<file path="src/host_port_defs.svh">
/*
  Constants for the parallel host port: pin counts, register select codes,
  pin group positions and reset values.
  Assumes inclusion by bare name from design files.
*/
`ifndef HOST_PORT_DEFS_SVH
`define HOST_PORT_DEFS_SVH

`define HP_DATA_W        8
`define HP_SEL_W         3
`define HP_GPIO_W        15
`define HP_FIFO_DEPTH    4
`define HP_SEL_DATA      3'h0
`define HP_SEL_STATUS    3'h1
`define HP_SEL_CTRL      3'h2
`define HP_GPIO_DATA_LSB 0
`define HP_GPIO_ADDR_LSB 8
`define HP_GPIO_DIR_BIT  11
`define HP_GPIO_STB_BIT  12
`define HP_GPIO_REQ_BIT  13
`define HP_GPIO_ACK_BIT  14
`define HP_GPIO_RESET    15'h0000
`define HP_CTRL_RESET    8'h00

`endif

</file>
<file path="src/host_port_pkg.sv">
/*
  Types for the parallel host port.
  Assumes host_port_defs.svh is compiled alongside.
*/
package host_port_pkg;
  typedef enum logic [1:0]
  {
    ST_IDLE,
    ST_READ,
    ST_WRITE
  } xfer_state_t;
endpackage

</file>
<file path="src/stream_if.sv">
/*
  Valid/ready stream carrier between the host port and its FIFO.
  Assumes both ends share one clock.
*/
`timescale 1ns/10ps
interface stream_if #(parameter int W = 8);
  logic         valid;
  logic         ready;
  logic [W-1:0] data;
  modport src (output valid, output data, input ready);
  modport dst (input valid, input data, output ready);
endinterface

</file>
<file path="src/parallel_host_port.sv">
/*
  Pin-level parallel host port with general-purpose I/O fallback.
  Written host data other than control-register writes passes through a FIFO to the core side, and is dropped while the FIFO is full; the core
  supplies read data and a service request. Assumes host pins are
  synchronous to mclk_i.
*/
// Contract
// - The device offers an 8-bit data port to the host bus.
// - With the port active and the strobe and acknowledge high, data pins are undriven.
// - Strobe low with direction high drives read data onto the pins.
// - Strobe low with direction low leaves the pins as inputs.
// - Write data is captured on the rising edge of the strobe.
// - Acknowledge low while request is asserted also drives the pins.
// - The service request is driven open-drain.
// - Unselected, all pins are GPIO and the request pin is push-pull.
// - After reset all shared pins are GPIO inputs.
`timescale 1ns/10ps
`include "host_port_defs.svh"
module parallel_host_port
  import host_port_pkg::*;
#(
  parameter int DATA_W     = `HP_DATA_W,
  parameter int FIFO_DEPTH = `HP_FIFO_DEPTH
)
(
  input  wire logic                  mclk_i,
  input  wire logic                  nrst_i,
  input  wire logic                  port_select_i,
  input  wire logic [`HP_GPIO_W-1:0] gpio_out_i,
  input  wire logic [`HP_GPIO_W-1:0] gpio_dir_i,
  output logic      [`HP_GPIO_W-1:0] gpio_in_o,
  input  wire logic [`HP_GPIO_W-1:0] pin_i,
  output logic      [`HP_GPIO_W-1:0] pin_o,
  output logic      [`HP_GPIO_W-1:0] pin_oe_o,
  input  wire logic [DATA_W-1:0]     core_rd_data_i,
  input  wire logic                  core_req_i,
  output logic                       core_wr_valid_o,
  output logic      [DATA_W-1:0]     core_wr_data_o,
  input  wire logic                  core_wr_ready_i,
  output logic      [`HP_SEL_W-1:0]  core_wr_sel_o,
  output logic      [DATA_W-1:0]     ctrl_o,
  output logic                       ack_pulse_o
);
  initial
  begin
    if (DATA_W != 8)
      $error("parallel_host_port: data width must be 8");
  end

  stream_if #(.W(DATA_W + `HP_SEL_W)) wr_in ();
  stream_if #(.W(DATA_W + `HP_SEL_W)) wr_out ();

  host_fifo #(.W(DATA_W + `HP_SEL_W), .DEPTH(FIFO_DEPTH)) u_fifo
  (
    .mclk_i (mclk_i),
    .nrst_i (nrst_i),
    .in_s   (wr_in),
    .out_s  (wr_out)
  );

  logic [DATA_W-1:0]    host_data_pins;
  logic [`HP_SEL_W-1:0] host_register_select;
  logic                 host_transfer_direction;
  logic                 host_transfer_strobe_n;
  logic                 host_acknowledge_n;

  always_comb
  begin
    host_data_pins          = pin_i[`HP_GPIO_DATA_LSB +: DATA_W];
    host_register_select    = pin_i[`HP_GPIO_ADDR_LSB +: `HP_SEL_W];
    host_transfer_direction = pin_i[`HP_GPIO_DIR_BIT];
    host_transfer_strobe_n  = pin_i[`HP_GPIO_STB_BIT];
    host_acknowledge_n      = pin_i[`HP_GPIO_ACK_BIT];
  end

  xfer_state_t          state;
  xfer_state_t          next_state;
  logic                 active;
  logic                 next_active;
  logic [DATA_W-1:0]    wr_data;
  logic [DATA_W-1:0]    next_wr_data;
  logic [`HP_SEL_W-1:0] wr_sel;
  logic [`HP_SEL_W-1:0] next_wr_sel;
  logic                 wr_pend;
  logic                 next_wr_pend;
  logic [DATA_W-1:0]    ctrl;
  logic [DATA_W-1:0]    next_ctrl;
  logic                 ack_d;
  logic [`HP_GPIO_W-1:0] next_pin_o;
  logic [`HP_GPIO_W-1:0] next_pin_oe;
  logic [DATA_W-1:0]    rd_mux;
  logic                 drive_data;
  logic                 strobe_rise;

  // Register select decode for reads
  always_comb
  begin
    case (host_register_select)
      `HP_SEL_DATA:   rd_mux = core_rd_data_i;
      `HP_SEL_STATUS: rd_mux = {{(DATA_W-2){1'b0}}, wr_in.ready, core_req_i};
      `HP_SEL_CTRL:   rd_mux = ctrl;
      default:        rd_mux = '0;
    endcase
  end

  // Transfer tracking and write capture
  always_comb
  begin
    next_active  = port_select_i;
    next_state   = state;
    next_wr_data = wr_data;
    next_wr_sel  = wr_sel;
    next_wr_pend = 1'b0;
    next_ctrl    = ctrl;
    strobe_rise  = 1'b0;
    case (state)
      ST_IDLE:
      begin
        if (active && !host_transfer_strobe_n)
          next_state = host_transfer_direction ? ST_READ : ST_WRITE;
      end
      ST_READ:
      begin
        if (host_transfer_strobe_n || !active)
          next_state = ST_IDLE;
      end
      ST_WRITE:
      begin
        next_wr_data = host_data_pins;
        next_wr_sel  = host_register_select;
        if (!active)
          next_state = ST_IDLE;
        else if (host_transfer_strobe_n)
        begin
          next_state  = ST_IDLE;
          strobe_rise = 1'b1;
          next_wr_data = wr_data;
          next_wr_sel  = wr_sel;
        end
      end
      default:
        next_state = ST_IDLE;
    endcase
    if (strobe_rise)
    begin
      if (wr_sel == `HP_SEL_CTRL)
        next_ctrl = wr_data;
      else
        next_wr_pend = 1'b1;
    end
  end

  assign wr_in.valid  = wr_pend;
  assign wr_in.data   = {wr_sel, wr_data};
  assign wr_out.ready = core_wr_ready_i;

  // Pin drive: host mode vs GPIO mode
  always_comb
  begin
    drive_data = !host_transfer_strobe_n && host_transfer_direction;
    drive_data = drive_data || (!host_acknowledge_n && core_req_i);
    if (active)
    begin
      next_pin_o  = gpio_out_i;
      next_pin_oe = '0;
      next_pin_o[`HP_GPIO_DATA_LSB +: DATA_W]  = rd_mux;
      next_pin_oe[`HP_GPIO_DATA_LSB +: DATA_W] = {DATA_W{drive_data}};
      next_pin_o[`HP_GPIO_REQ_BIT]  = 1'b0;
      next_pin_oe[`HP_GPIO_REQ_BIT] = core_req_i;
    end
    else
    begin
      next_pin_o  = gpio_out_i;
      next_pin_oe = gpio_dir_i;
    end
  end

  always_ff @(posedge mclk_i)
  begin
    if (!nrst_i)
    begin
      state           <= ST_IDLE;
      active          <= 1'b0;
      wr_data         <= '0;
      wr_sel          <= '0;
      wr_pend         <= 1'b0;
      ctrl            <= `HP_CTRL_RESET;
      ack_d           <= 1'b1;
      pin_o           <= `HP_GPIO_RESET;
      pin_oe_o        <= `HP_GPIO_RESET;
      gpio_in_o       <= `HP_GPIO_RESET;
      core_wr_valid_o <= 1'b0;
      core_wr_data_o  <= '0;
      core_wr_sel_o   <= '0;
      ctrl_o          <= `HP_CTRL_RESET;
      ack_pulse_o     <= 1'b0;
    end
    else
    begin
      state           <= next_state;
      active          <= next_active;
      wr_data         <= next_wr_data;
      wr_sel          <= next_wr_sel;
      wr_pend         <= next_wr_pend && wr_in.ready;
      ctrl            <= next_ctrl;
      ack_d           <= host_acknowledge_n;
      pin_o           <= next_pin_o;
      pin_oe_o        <= next_pin_oe;
      gpio_in_o       <= pin_i;
      core_wr_valid_o <= wr_out.valid;
      core_wr_data_o  <= wr_out.data[DATA_W-1:0];
      core_wr_sel_o   <= wr_out.data[DATA_W +: `HP_SEL_W];
      ctrl_o          <= ctrl;
      ack_pulse_o     <= active && ack_d && !host_acknowledge_n;
    end
  end
endmodule

</file>
<file path="src/host_fifo.sv">
/*
  Synchronous FIFO with parameter width and depth, valid/ready both sides.
  Assumes one clock and a synchronous active-low reset.
*/
`timescale 1ns/10ps
module host_fifo #(
  parameter int W     = 8,
  parameter int DEPTH = 4
)
(
  input  wire logic mclk_i,
  input  wire logic nrst_i,
  stream_if.dst     in_s,
  stream_if.src     out_s
);
  localparam int AW = $clog2(DEPTH);

  initial
  begin
    if (DEPTH < 2 || (1 << AW) != DEPTH)
      $error("host_fifo: depth must be a power of two >= 2");
  end

  logic [W-1:0] mem [DEPTH];
  logic [AW:0]  wptr;
  logic [AW:0]  rptr;
  logic [AW:0]  next_wptr;
  logic [AW:0]  next_rptr;
  logic         full;
  logic         empty;
  logic         push;
  logic         pop;

  always_comb
  begin
    empty     = (wptr == rptr);
    full      = (wptr[AW] != rptr[AW]) && (wptr[AW-1:0] == rptr[AW-1:0]);
    push      = in_s.valid && !full;
    pop       = out_s.ready && !empty;
    next_wptr = push ? wptr + 1'b1 : wptr;
    next_rptr = pop ? rptr + 1'b1 : rptr;
  end

  assign in_s.ready  = !full;
  assign out_s.valid = !empty;
  assign out_s.data  = mem[rptr[AW-1:0]];

  always_ff @(posedge mclk_i)
  begin
    if (!nrst_i)
    begin
      wptr <= '0;
      rptr <= '0;
    end
    else
    begin
      wptr <= next_wptr;
      rptr <= next_rptr;
    end
  end

  always_ff @(posedge mclk_i)
  begin
    if (push)
      mem[wptr[AW-1:0]] <= in_s.data;
  end
endmodule

</file>
<file path="config.mk">
export PLATFORM = sky130hd
export DESIGN_NAME = parallel_host_port
export DESIGN_NICKNAME = d
export VERILOG_FILES = /design/src/host_port_pkg.sv /design/src/stream_if.sv /design/src/parallel_host_port.sv /design/src/host_fifo.sv
export VERILOG_INCLUDE_DIRS = /design/src
export SDC_FILE = /design/constraint.sdc
export NUM_CORES = 1
export LEC_CHECK = 0
export BUFFER_PORTS_ARGS = -buffer_cell sky130_fd_sc_hd__buf_4
export CORE_ASPECT_RATIO = 1.1
export CORE_MARGIN = 2
export CORE_UTILIZATION = 52
export CTS_BUF_LIST = sky130_fd_sc_hd__clkbuf_16
export DETAILED_ROUTE_END_ITERATION = 8
export HOLD_SLACK_MARGIN = 0.02
export MAX_ROUTING_LAYER = met4
export PLACE_DENSITY_LB_ADDON = 0.1
export SYNTH_ARGS = -nofsm -noshare
export SYNTH_HDL_FRONTEND = slang
export SYNTH_SLANG_ARGS = --single-unit
</file>
<file path="constraint.sdc">
create_clock -name mclk_i -period 2 [get_ports mclk_i]
set_input_delay 0.4 -clock mclk_i [delete_from_list [all_inputs] [get_ports mclk_i]]
set_output_delay 0.4 -clock mclk_i [all_outputs]
set_load 0.03 [all_outputs]
</file>
# Word-level counts from Yosys, hierarchy flattened
# Memories as Yosys holds them, arrays and structs flattened. A register that Yosys moved wholly into a read port is not among the register bits.
# Index checks and enable logic that the tools add are counted.
# totals
reg_bits,85
mem_bits_rw,44
output_inout_bits,66
word_cells,76
n_memories,1
# op_classes
n_addsub,2
eq_ne,12
muxes,20
bitwise,1
n_reduce_logical,23
# mem_list
name,depth,word_bits,rd,rd_ports_with_merged_regs,wr,line_no,text
u_fifo.mem,4,11,1,1,1,host_fifo.sv:24,logic [W-1:0] mem [DEPTH];
# ops
operator,n
$mux 8,3
$pmux 8 s3,1
$mux 14,1
$mux 2,5
$logic_and 1x1->1,9
$mux 1,7
$add 3x1->3 const B,2
$eq 3x2->1 const B,2
$logic_not 1->1,6
$mux 3,2
$ne 2x2->1 const B,3
$pmux 2 s3,1
$reduce_and 2->1,2
$eq 3x1->1 const B,1
$eq 3x3->1,1
$logic_not 3->1,1
$ne 3x3->1 const B,1
$reduce_and 3->1,1
$eq 2x1->1 const B,1
$eq 2x2->1,1
$eq 2x2->1 const B,1
$logic_not 2->1,1
$logic_or 1x1->1,2
$reduce_or 2->1,1
other kinds (2),2

# Depth between registers and ports, before layout
# Gate-level depths: netlist of run 1.
# logic_depth
depth_word,6
mapped_depth,5
depth_no_buf,5

# Hierarchy
# A second synthesis of run 1 with hierarchy kept.
# hier_totals
cells_unflattened,392
area_unflattened_um2,5014.8
# by_module_without_submodules
module,n_inst,cells_each,area_each_um2
parallel_host_port,1,267,2862.7
host_fifo,1,125,2152.1

# Worst setup path after synthesis of run 1
# OpenSTA, ideal clock, no wires.
# synth_path
path_type,register -> register
from,reg u_fifo.wptr[2]
to,mem u_fifo.mem[0][0] in the netlist's numbering (enable)
setup_ns,0.269
arrival_ns,1.259
required_time_ns,1.731
setup_slack_ns,0.472
path_stages_with_launch,4
n_path_buf,0
path_cell_list,dfxtp_1 > xnor2_2 > or3_4 > and3_2
# synth_between
elab_chain_cells,6
# synth_lines
item,line_no,text
from (decl),host_fifo.sv:25,logic [AW:0] wptr;
from (signal assigned),host_fifo.sv:57,wptr <= next_wptr;
$ne 1x1->1,host_fifo.sv:37,full = (wptr[AW] != rptr[AW]) && (wptr[AW-1:0] == rptr[AW-1:0]);
$logic_and 1x1->1,host_fifo.sv:37,
$logic_not 1->1,host_fifo.sv:38,push = in_s.valid && !full;
$logic_and 1x1->1,host_fifo.sv:38,
$mux 1,host_fifo.sv:64,if (push)
$mux 1 (not written as such),host_fifo.sv:65,mem[wptr[AW-1:0]] <= in_s.data;
to (decl),host_fifo.sv:24,
# Every way passes these cells.

# Worst setup path after layout of run 1
# layout_path
from,reg u_fifo.rptr[2]
to,mem u_fifo.mem[3][2] in the netlist's numbering (enable)
# layout_between
elab_chain_cells,6
# layout_lines
item,line_no,text
from (decl),host_fifo.sv:26,logic [AW:0] rptr;
from (signal assigned),host_fifo.sv:58,rptr <= next_rptr;
$ne 1x1->1,host_fifo.sv:37,
$logic_and 1x1->1,host_fifo.sv:37,
$logic_not 1->1,host_fifo.sv:38,
$logic_and 1x1->1,host_fifo.sv:38,
$mux 1,host_fifo.sv:64,
$mux 1 (not written as such),host_fifo.sv:65,
# Every way passes these cells.

==> results of run 1 <==
## placed cells by master, fill, tap and decap left out, types with 2 or more instances in the layout
cell type	count
clkinv_1	3
nor3b_1	3
xor2_1	3
and3_2	4
and2_1	41
o21ai_0	21
buf_4	131
clkinv_2	2
nand4_1	2
a21oi_1	4
mux2i_1	17
inv_6	2
nand3b_1	2
mux4_2	11
inv_1	19
nor2b_1	2
nor2_1	4
nand2b_1	4
o211ai_1	3
o22a_2	2
ha_1	5
clkbuf_16	17
a21o_1	8
bufinv_16	2
inv_4	2
nand3_1	14
nand2_1	34
dfxtp_1	96
or4_1	5
a21boi_0	9
edfxtp_1	44
## registers in the layout, summed over array words and instances (netlist names), 3 cells and up
name,count
pin_o,15
ctrl,8
u_fifo.wptr,3
ctrl_o,8
core_wr_sel_o,3
wr_data,8
pin_oe_o,15
u_fifo.mem,44
core_wr_data_o,8
wr_sel,3
u_fifo.rptr,3
gpio_in_o,15
## metrics by stage
| stage | util (%) | std cells | total power (W) | hold slack, ns |
|---|---|---|---|---|
| 3_5_place_dp | 64.4 | 619 | 0.00383 | 0.459 |
| 5_1_grt | 70.4 | 651 | 0.00693 | 0.173 |
| 2_1_floorplan | - | 393 | 0.00355 | 0.427 |
| 4_1_cts | 70.4 | 651 | 0.00675 | 0.174 |
| 3_3_place_gp | 64.4 | 619 | 0.00382 | 0.452 |
| 6_report | 70.4 | 651 | 0.00670 | 0.184 |
## area by class of cell
cell class / count / area (sq um)
Sequential cell: 140 / 3240
Fill cell: 714 / 2770
Multi-Input combinational cell: 215 / 1590
Timing Repair Buffer: 131 / 983
Clock buffer: 17 / 425
Tap cell: 117 / 146
Clock inverter: 15 / 130
Inverter: 16 / 60.1
## report_power, final
group          leakage (nW)  switching, W  internal (W)
combinational          1.33      0.000387      0.000328
sequential             1.28     0.0000431       0.00300
clock                 0.284       0.00113       0.00181
total                  2.89       0.00156       0.00514
## cells by family after synthesis
family                   count (synthesis)  share of synthesized area, %
multiplexers                            28                          8.37
adder cells (fa/ha/maj)                  5                          1.25
buffers and inverters                   38                          3.13
AO/OA/AOI/OAI                           55                          7.44
flip-flops                             140                          65.0
XOR/XNOR                                 4                         0.852
AND/OR/NAND/NOR                        123                          14.0
## worst max path at each step
stage | endpoint | startpoint | depth (start not counted) | slack, ns
final | u_fifo.mem[3][2] | u_fifo.rptr[2] | 3 | 0.27
after global routing | u_fifo.mem[3][7] | u_fifo.rptr[2] | 3 | 0.21
after CTS | u_fifo.mem[3][7] | u_fifo.rptr[2] | 3 | 0.29
after detailed placement | u_fifo.mem[3][3] | u_fifo.rptr[2] | 3 | 0.31
after global placement | u_fifo.mem[1][6] | u_fifo.rptr[2] | 3 | 0.33
after floorplan | u_fifo.mem[0][0] | u_fifo.wptr[2] | 3 | 0.47
## worst max-delay path, stage by stage (launching register included)
cell,delay (ns)
dfxtp_1,0.36
xnor2_2,0.42
or3_4,0.24
and3_2,0.38
## layer usage
metal | track usage [%] | routed length (um) | share of wire, % | vias up
li1 | - | - | - | 1649
met1 | 25.9 | 4550 | 45 | 1605
met2 | 33.7 | 4970 | 49 | 108
met3 | 6.52 | 618 | 6.1 | 4
met4 | 7.24 | 58 | 0.57 | 0
met5 | - | 0 | 0 | -
==> impl_results.md, run 1 <==
- Flop2flop setup slack: 0.27 ns
- Maximum vdd drop: 0.487 mV
- Die span in y: 107 um
- Drt first-iter violations: 142
- FFs w/ async S/R, synth: 0%
- Crit Path Class: flop to flop
- Reg2Reg Launch Point: u_fifo.rptr[2]
- Worst R2R End: u_fifo.mem[3][2]
- TritonCTS buffer count: 17
- Largest cells by area after synthesis: dfxtp_1 (38%), edfxtp_1 (26%), and2_1 (5.1%), mux4_2 (5.0%), mux2i_1 (3.4%)
- First-pass GRT wire length: 16,500 um
- Worst-Margin Slew: 0.474 ns
- Reg clk slew, reported paths: 0.06 ns
- Yosys top cell area share: 38.5%
- I/O pin count: 124
- Slew headroom: 68.4%
- Synth top cells by count: dfxtp_1 (96), edfxtp_1 (44), and2_1 (41)
- Sequential area share after synthesis: 65.0%
- Overflow after GRT: 0
- Setup violations, final: 0
- DRC: 0
- Die X: 97.4 um
- CORE AREA: 0.00935 sq mm
- Leakage: 2.89 nW
- Drt first pass iters: 4
- Required time of the critical path: 2.07 ns
- Drt wl/cell: 15.7 um
- Max cap viols: 0
- Hold_buf cts: 0
- Post-synthesis cell count: 393
- Clock Latency Late Sink: 0.40 ns
- DR vias: 3,366
- CTS root buf: clkbuf_16
- Area growth from synthesis to layout: 31.8%
- Clock buffer depth: 2
- Largest net degree at the start of global routing: 47
- Number of port buffers: 123
- Predominant post-synthesis flop cell: dfxtp_1
- Row count: 37
- Worst Min Path Start: gpio_dir_i[4]
- Hold EP: pin_oe_o[4]
- Setup Buffers After CTS: 0
- PostCTS Resize Cnt: 0
- Pre-CTS WS: 0.311 ns
- Mapped cell area: 0.00499 sq mm
- Initial Util: 53.4%
- Clk sink count: 140
- Max H-tree Level: 4
- Final instance area: 0.00658 sq mm
- Crit end category: flop
- Synth cell types: 46
- ANT cells: 0
- Crit Path Max Fanout: 11
- Area of the die: 0.0104 sq mm
- Syn Nets: 456
- Fmax: 577 MHz
- Final setup margin: 0.268 ns
- Clock Skew: 0.00689 ns
- Avg Cell Area, Syn: 12.7 sq um
- Placed wire-length estimate: 6980 um
- Layout Nets: 584
- Via density: 5.17
- Initial antenna violation count: 0
- Vias in the first global route: 3,336
- Min Clock Period, post-route: 1.73 ns
- Status: finished, final reports clean
- Synth area leader: dfxtp_1
- Hold depth: 2
- Slew Limit Fails: 0
- Unrepaired setup endpoints after global routing: false
- Startpoint Class: flop
- Routability Congestion: 0.823
- Final Cycle Share: 86.6%
- Routed Antenna Nets: 0
- GR Util All Layers: 21.1%
- Warnings, synthesis: 0
- Endpoints failing hold: 0
- Power per cell area: 1020 mW/mm^2
- Number of synthesized flops with an enable pin: 44
- Final WL: 10,200 um
- Placed Instance Area: 0.00603 sq mm
- Flops & latches, synth: 140
- Layout cell share with drive strength beyond 1: 33.3%
- Setup TNS Final: 0 ns
- Critical path arrival: 1.81 ns
- Top-count cell post-synth: dfxtp_1
- Hold Path Class: primary input to flop
- CTS tree: done
- R2r worst-path depth: 3
Note: power is estimated with default switching activity, not from simulation.
==> inputs of run 2 (changes only) <==
Settings changed: REMOVE_ABC_BUFFERS set to 1.
==> impl_results.md, run 2 (synthesis gave the netlist of run 1 again) <==
- Status: finished, final reports clean
- Slew headroom: 58.8% (-9.6 points)
- Crit Path Class: flop to flop
- Critical path arrival: 1.92 ns (+0.11 ns)
- Startpoint Class: flop
- GR Util All Layers: 21.6% (+0.48 points)
- Max cap viols: 0 (unchanged)
- Number of port buffers: 123 (unchanged)
- First-pass GRT wire length: 16,900 um (+2.6%)
- Clk sink count: 140 (unchanged)
- Routability Congestion: 0.804 (-2.3%)
- Drt first-iter violations: 250 (+76%)
- Required time of the critical path: 2.08 ns (about the same)
- Power per cell area: 1020 mW/mm^2 (+0.72%)
- Crit end category: flop
- Final WL: 10,500 um (+3.1%)
- Leakage: 2.88 nW (-0.41%)
- Clock buffer depth: 2 (unchanged)
- Reg clk slew, reported paths: 0.06 ns (about the same)
- Unrepaired setup endpoints after global routing: false
- DRC: 0 (unchanged)
- Hold Path Class: primary input to flop
- Clock Skew: 0.00732 ns (+0.000423 ns)
- Final hold slack: 0.173 ns (-0.0112 ns)
- DR vias: 3,389 (+0.68%)
- Min Clock Period, post-route: 1.83 ns (+0.102 ns)
- Vias in the first global route: 3,427 (+2.7%)
- PostCTS Resize Cnt: 0 (unchanged)
- Drt wl/cell: 16.1 um (+2.9%)
- ANT cells: 0 (unchanged)
- Initial Util: 53.4% (unchanged)
- Area growth from synthesis to layout: 32.3%
- Fmax: 545 MHz (-5.6%)
- Area of the die: 0.0104 sq mm (unchanged)
- Worst-Margin Slew: 0.617 ns (+0.142 ns)
- Setup TNS Final: 0 ns (unchanged)
- Max H-tree Level: 4 (unchanged)
- Via density: 5.20 (+0.53%)
- CTS root buf: clkbuf_16
- Maximum vdd drop: 0.568 mV (+17%)
- CORE AREA: 0.00935 sq mm (unchanged)
- Crit Path Max Fanout: 11 (unchanged)
- Setup Buffers After CTS: 0 (unchanged)
- Clock Latency Late Sink: 0.41 ns (about the same)
- I/O pin count: 124 (unchanged)
- Die X: 97.4 um (unchanged)
- Die span in y: 107 um (unchanged)
- Largest net degree at the start of global routing: 45 (-4.3%)
- Slew Limit Fails: 0 (unchanged)
- Initial antenna violation count: 0 (unchanged)
- Commonest cells after routing, fill and taps aside: buf_4 (132), dfxtp_1 (96), edfxtp_1 (44)
- Commonest non-fill, non-tap cell in the layout: buf_4
- Placed wire-length estimate: 7340 um (+5.1%)
- Routed Antenna Nets: 0 (unchanged)
- Layout cell share with drive strength beyond 1: 34.2% (+0.87 points)
- Non-filler cells, final: 652 (+0.15%)
- Layout Nets: 585 (+0.17%)
- TritonCTS buffer count: 17 (unchanged)
- Row count: 37 (unchanged)
- Final Cycle Share: 91.7% (+5.1 points)
- CTS tree: done
- Endpoints failing hold: 0 (unchanged)
- Overflow after GRT: 0 (unchanged)
- Drt first pass iters: 4 (unchanged)
- DP Cell Count: 620 (+0.16%)
- Max FFs per register: 44 (unchanged)
- Setup violations, final: 0 (unchanged)
- Hold_buf cts: 0 (unchanged)
- Post-layout util: 70.6% (+0.25 points)
## run 2: cell count changes in the layout (fill, tap and decap cells not counted)
cell / before / now
inv_4: 2 / 0
buf_4: 131 / 132
clkinvlp_4: 1 / 5
clkinv_1: 3 / 2
inv_6: 2 / 3
inv_1: 19 / 16
clkinv_2: 2 / 3
## run 2: worst max-delay path: stages (launching register included)
cell and delay, ns:
dfxtp_1 0.35, xor2_1 0.52, or3_4 0.27, and3_2 0.38
## run 2: per-layer routing
| metal | vias to the layer above | routed length (um) | track usage, % |
|---|---|---|---|
| li1 | 1651 | - | - |
| met1 | 1602 | 4500 | 25.0 |
| met2 | 126 | 5210 | 35.7 |
| met3 | 10 | 679 | 7.30 |
| met4 | 0 | 117 | 7.24 |
| met5 | - | 0 | - |
## run 2: metrics by stage
stage | power [W] | cell area (sq um) | setup slack [ns]
final | 0.00677 | 6610 | 0.166
after global routing | 0.00698 | 6610 | 0.127
after CTS | 0.00683 | 6610 | 0.193
after detailed placement | 0.00383 | 6030 | 0.229
after global placement | 0.00382 | 6030 | 0.277
after floorplan | 0.00350 | 4900 | -0.0580
## run 2: layout make-up
type	count	area, sq um
inverter	16	60.1
clock buffer	17	425
fill	714	2750
multi-input combinational	215	1590
timing repair buffer	132	991
sequential	140	3240
tap	117	146
clock inverter	15	146
## run 2: path summary, 6_finish.rpt
path / startpoint / to / slack (ns) / cells after the start
worst max register to register: u_fifo.rptr[0] / u_fifo.mem[1][0] / 0.17 / 3
worst min-delay path: pin_i[14] / ack_pulse_o / 0.17 / 2
worst max-delay path: u_fifo.rptr[0] / u_fifo.mem[1][0] / 0.17 / 3
worst min register to register: ack_d / ack_pulse_o / 0.46 / 1
## run 2: where the power goes
group	switching [W]	total [W]	internal (W)
Sequential	0.0000343	0.00304	0.00300
Clock	0.00117	0.00300	0.00183
Combinational	0.000405	0.000733	0.000328
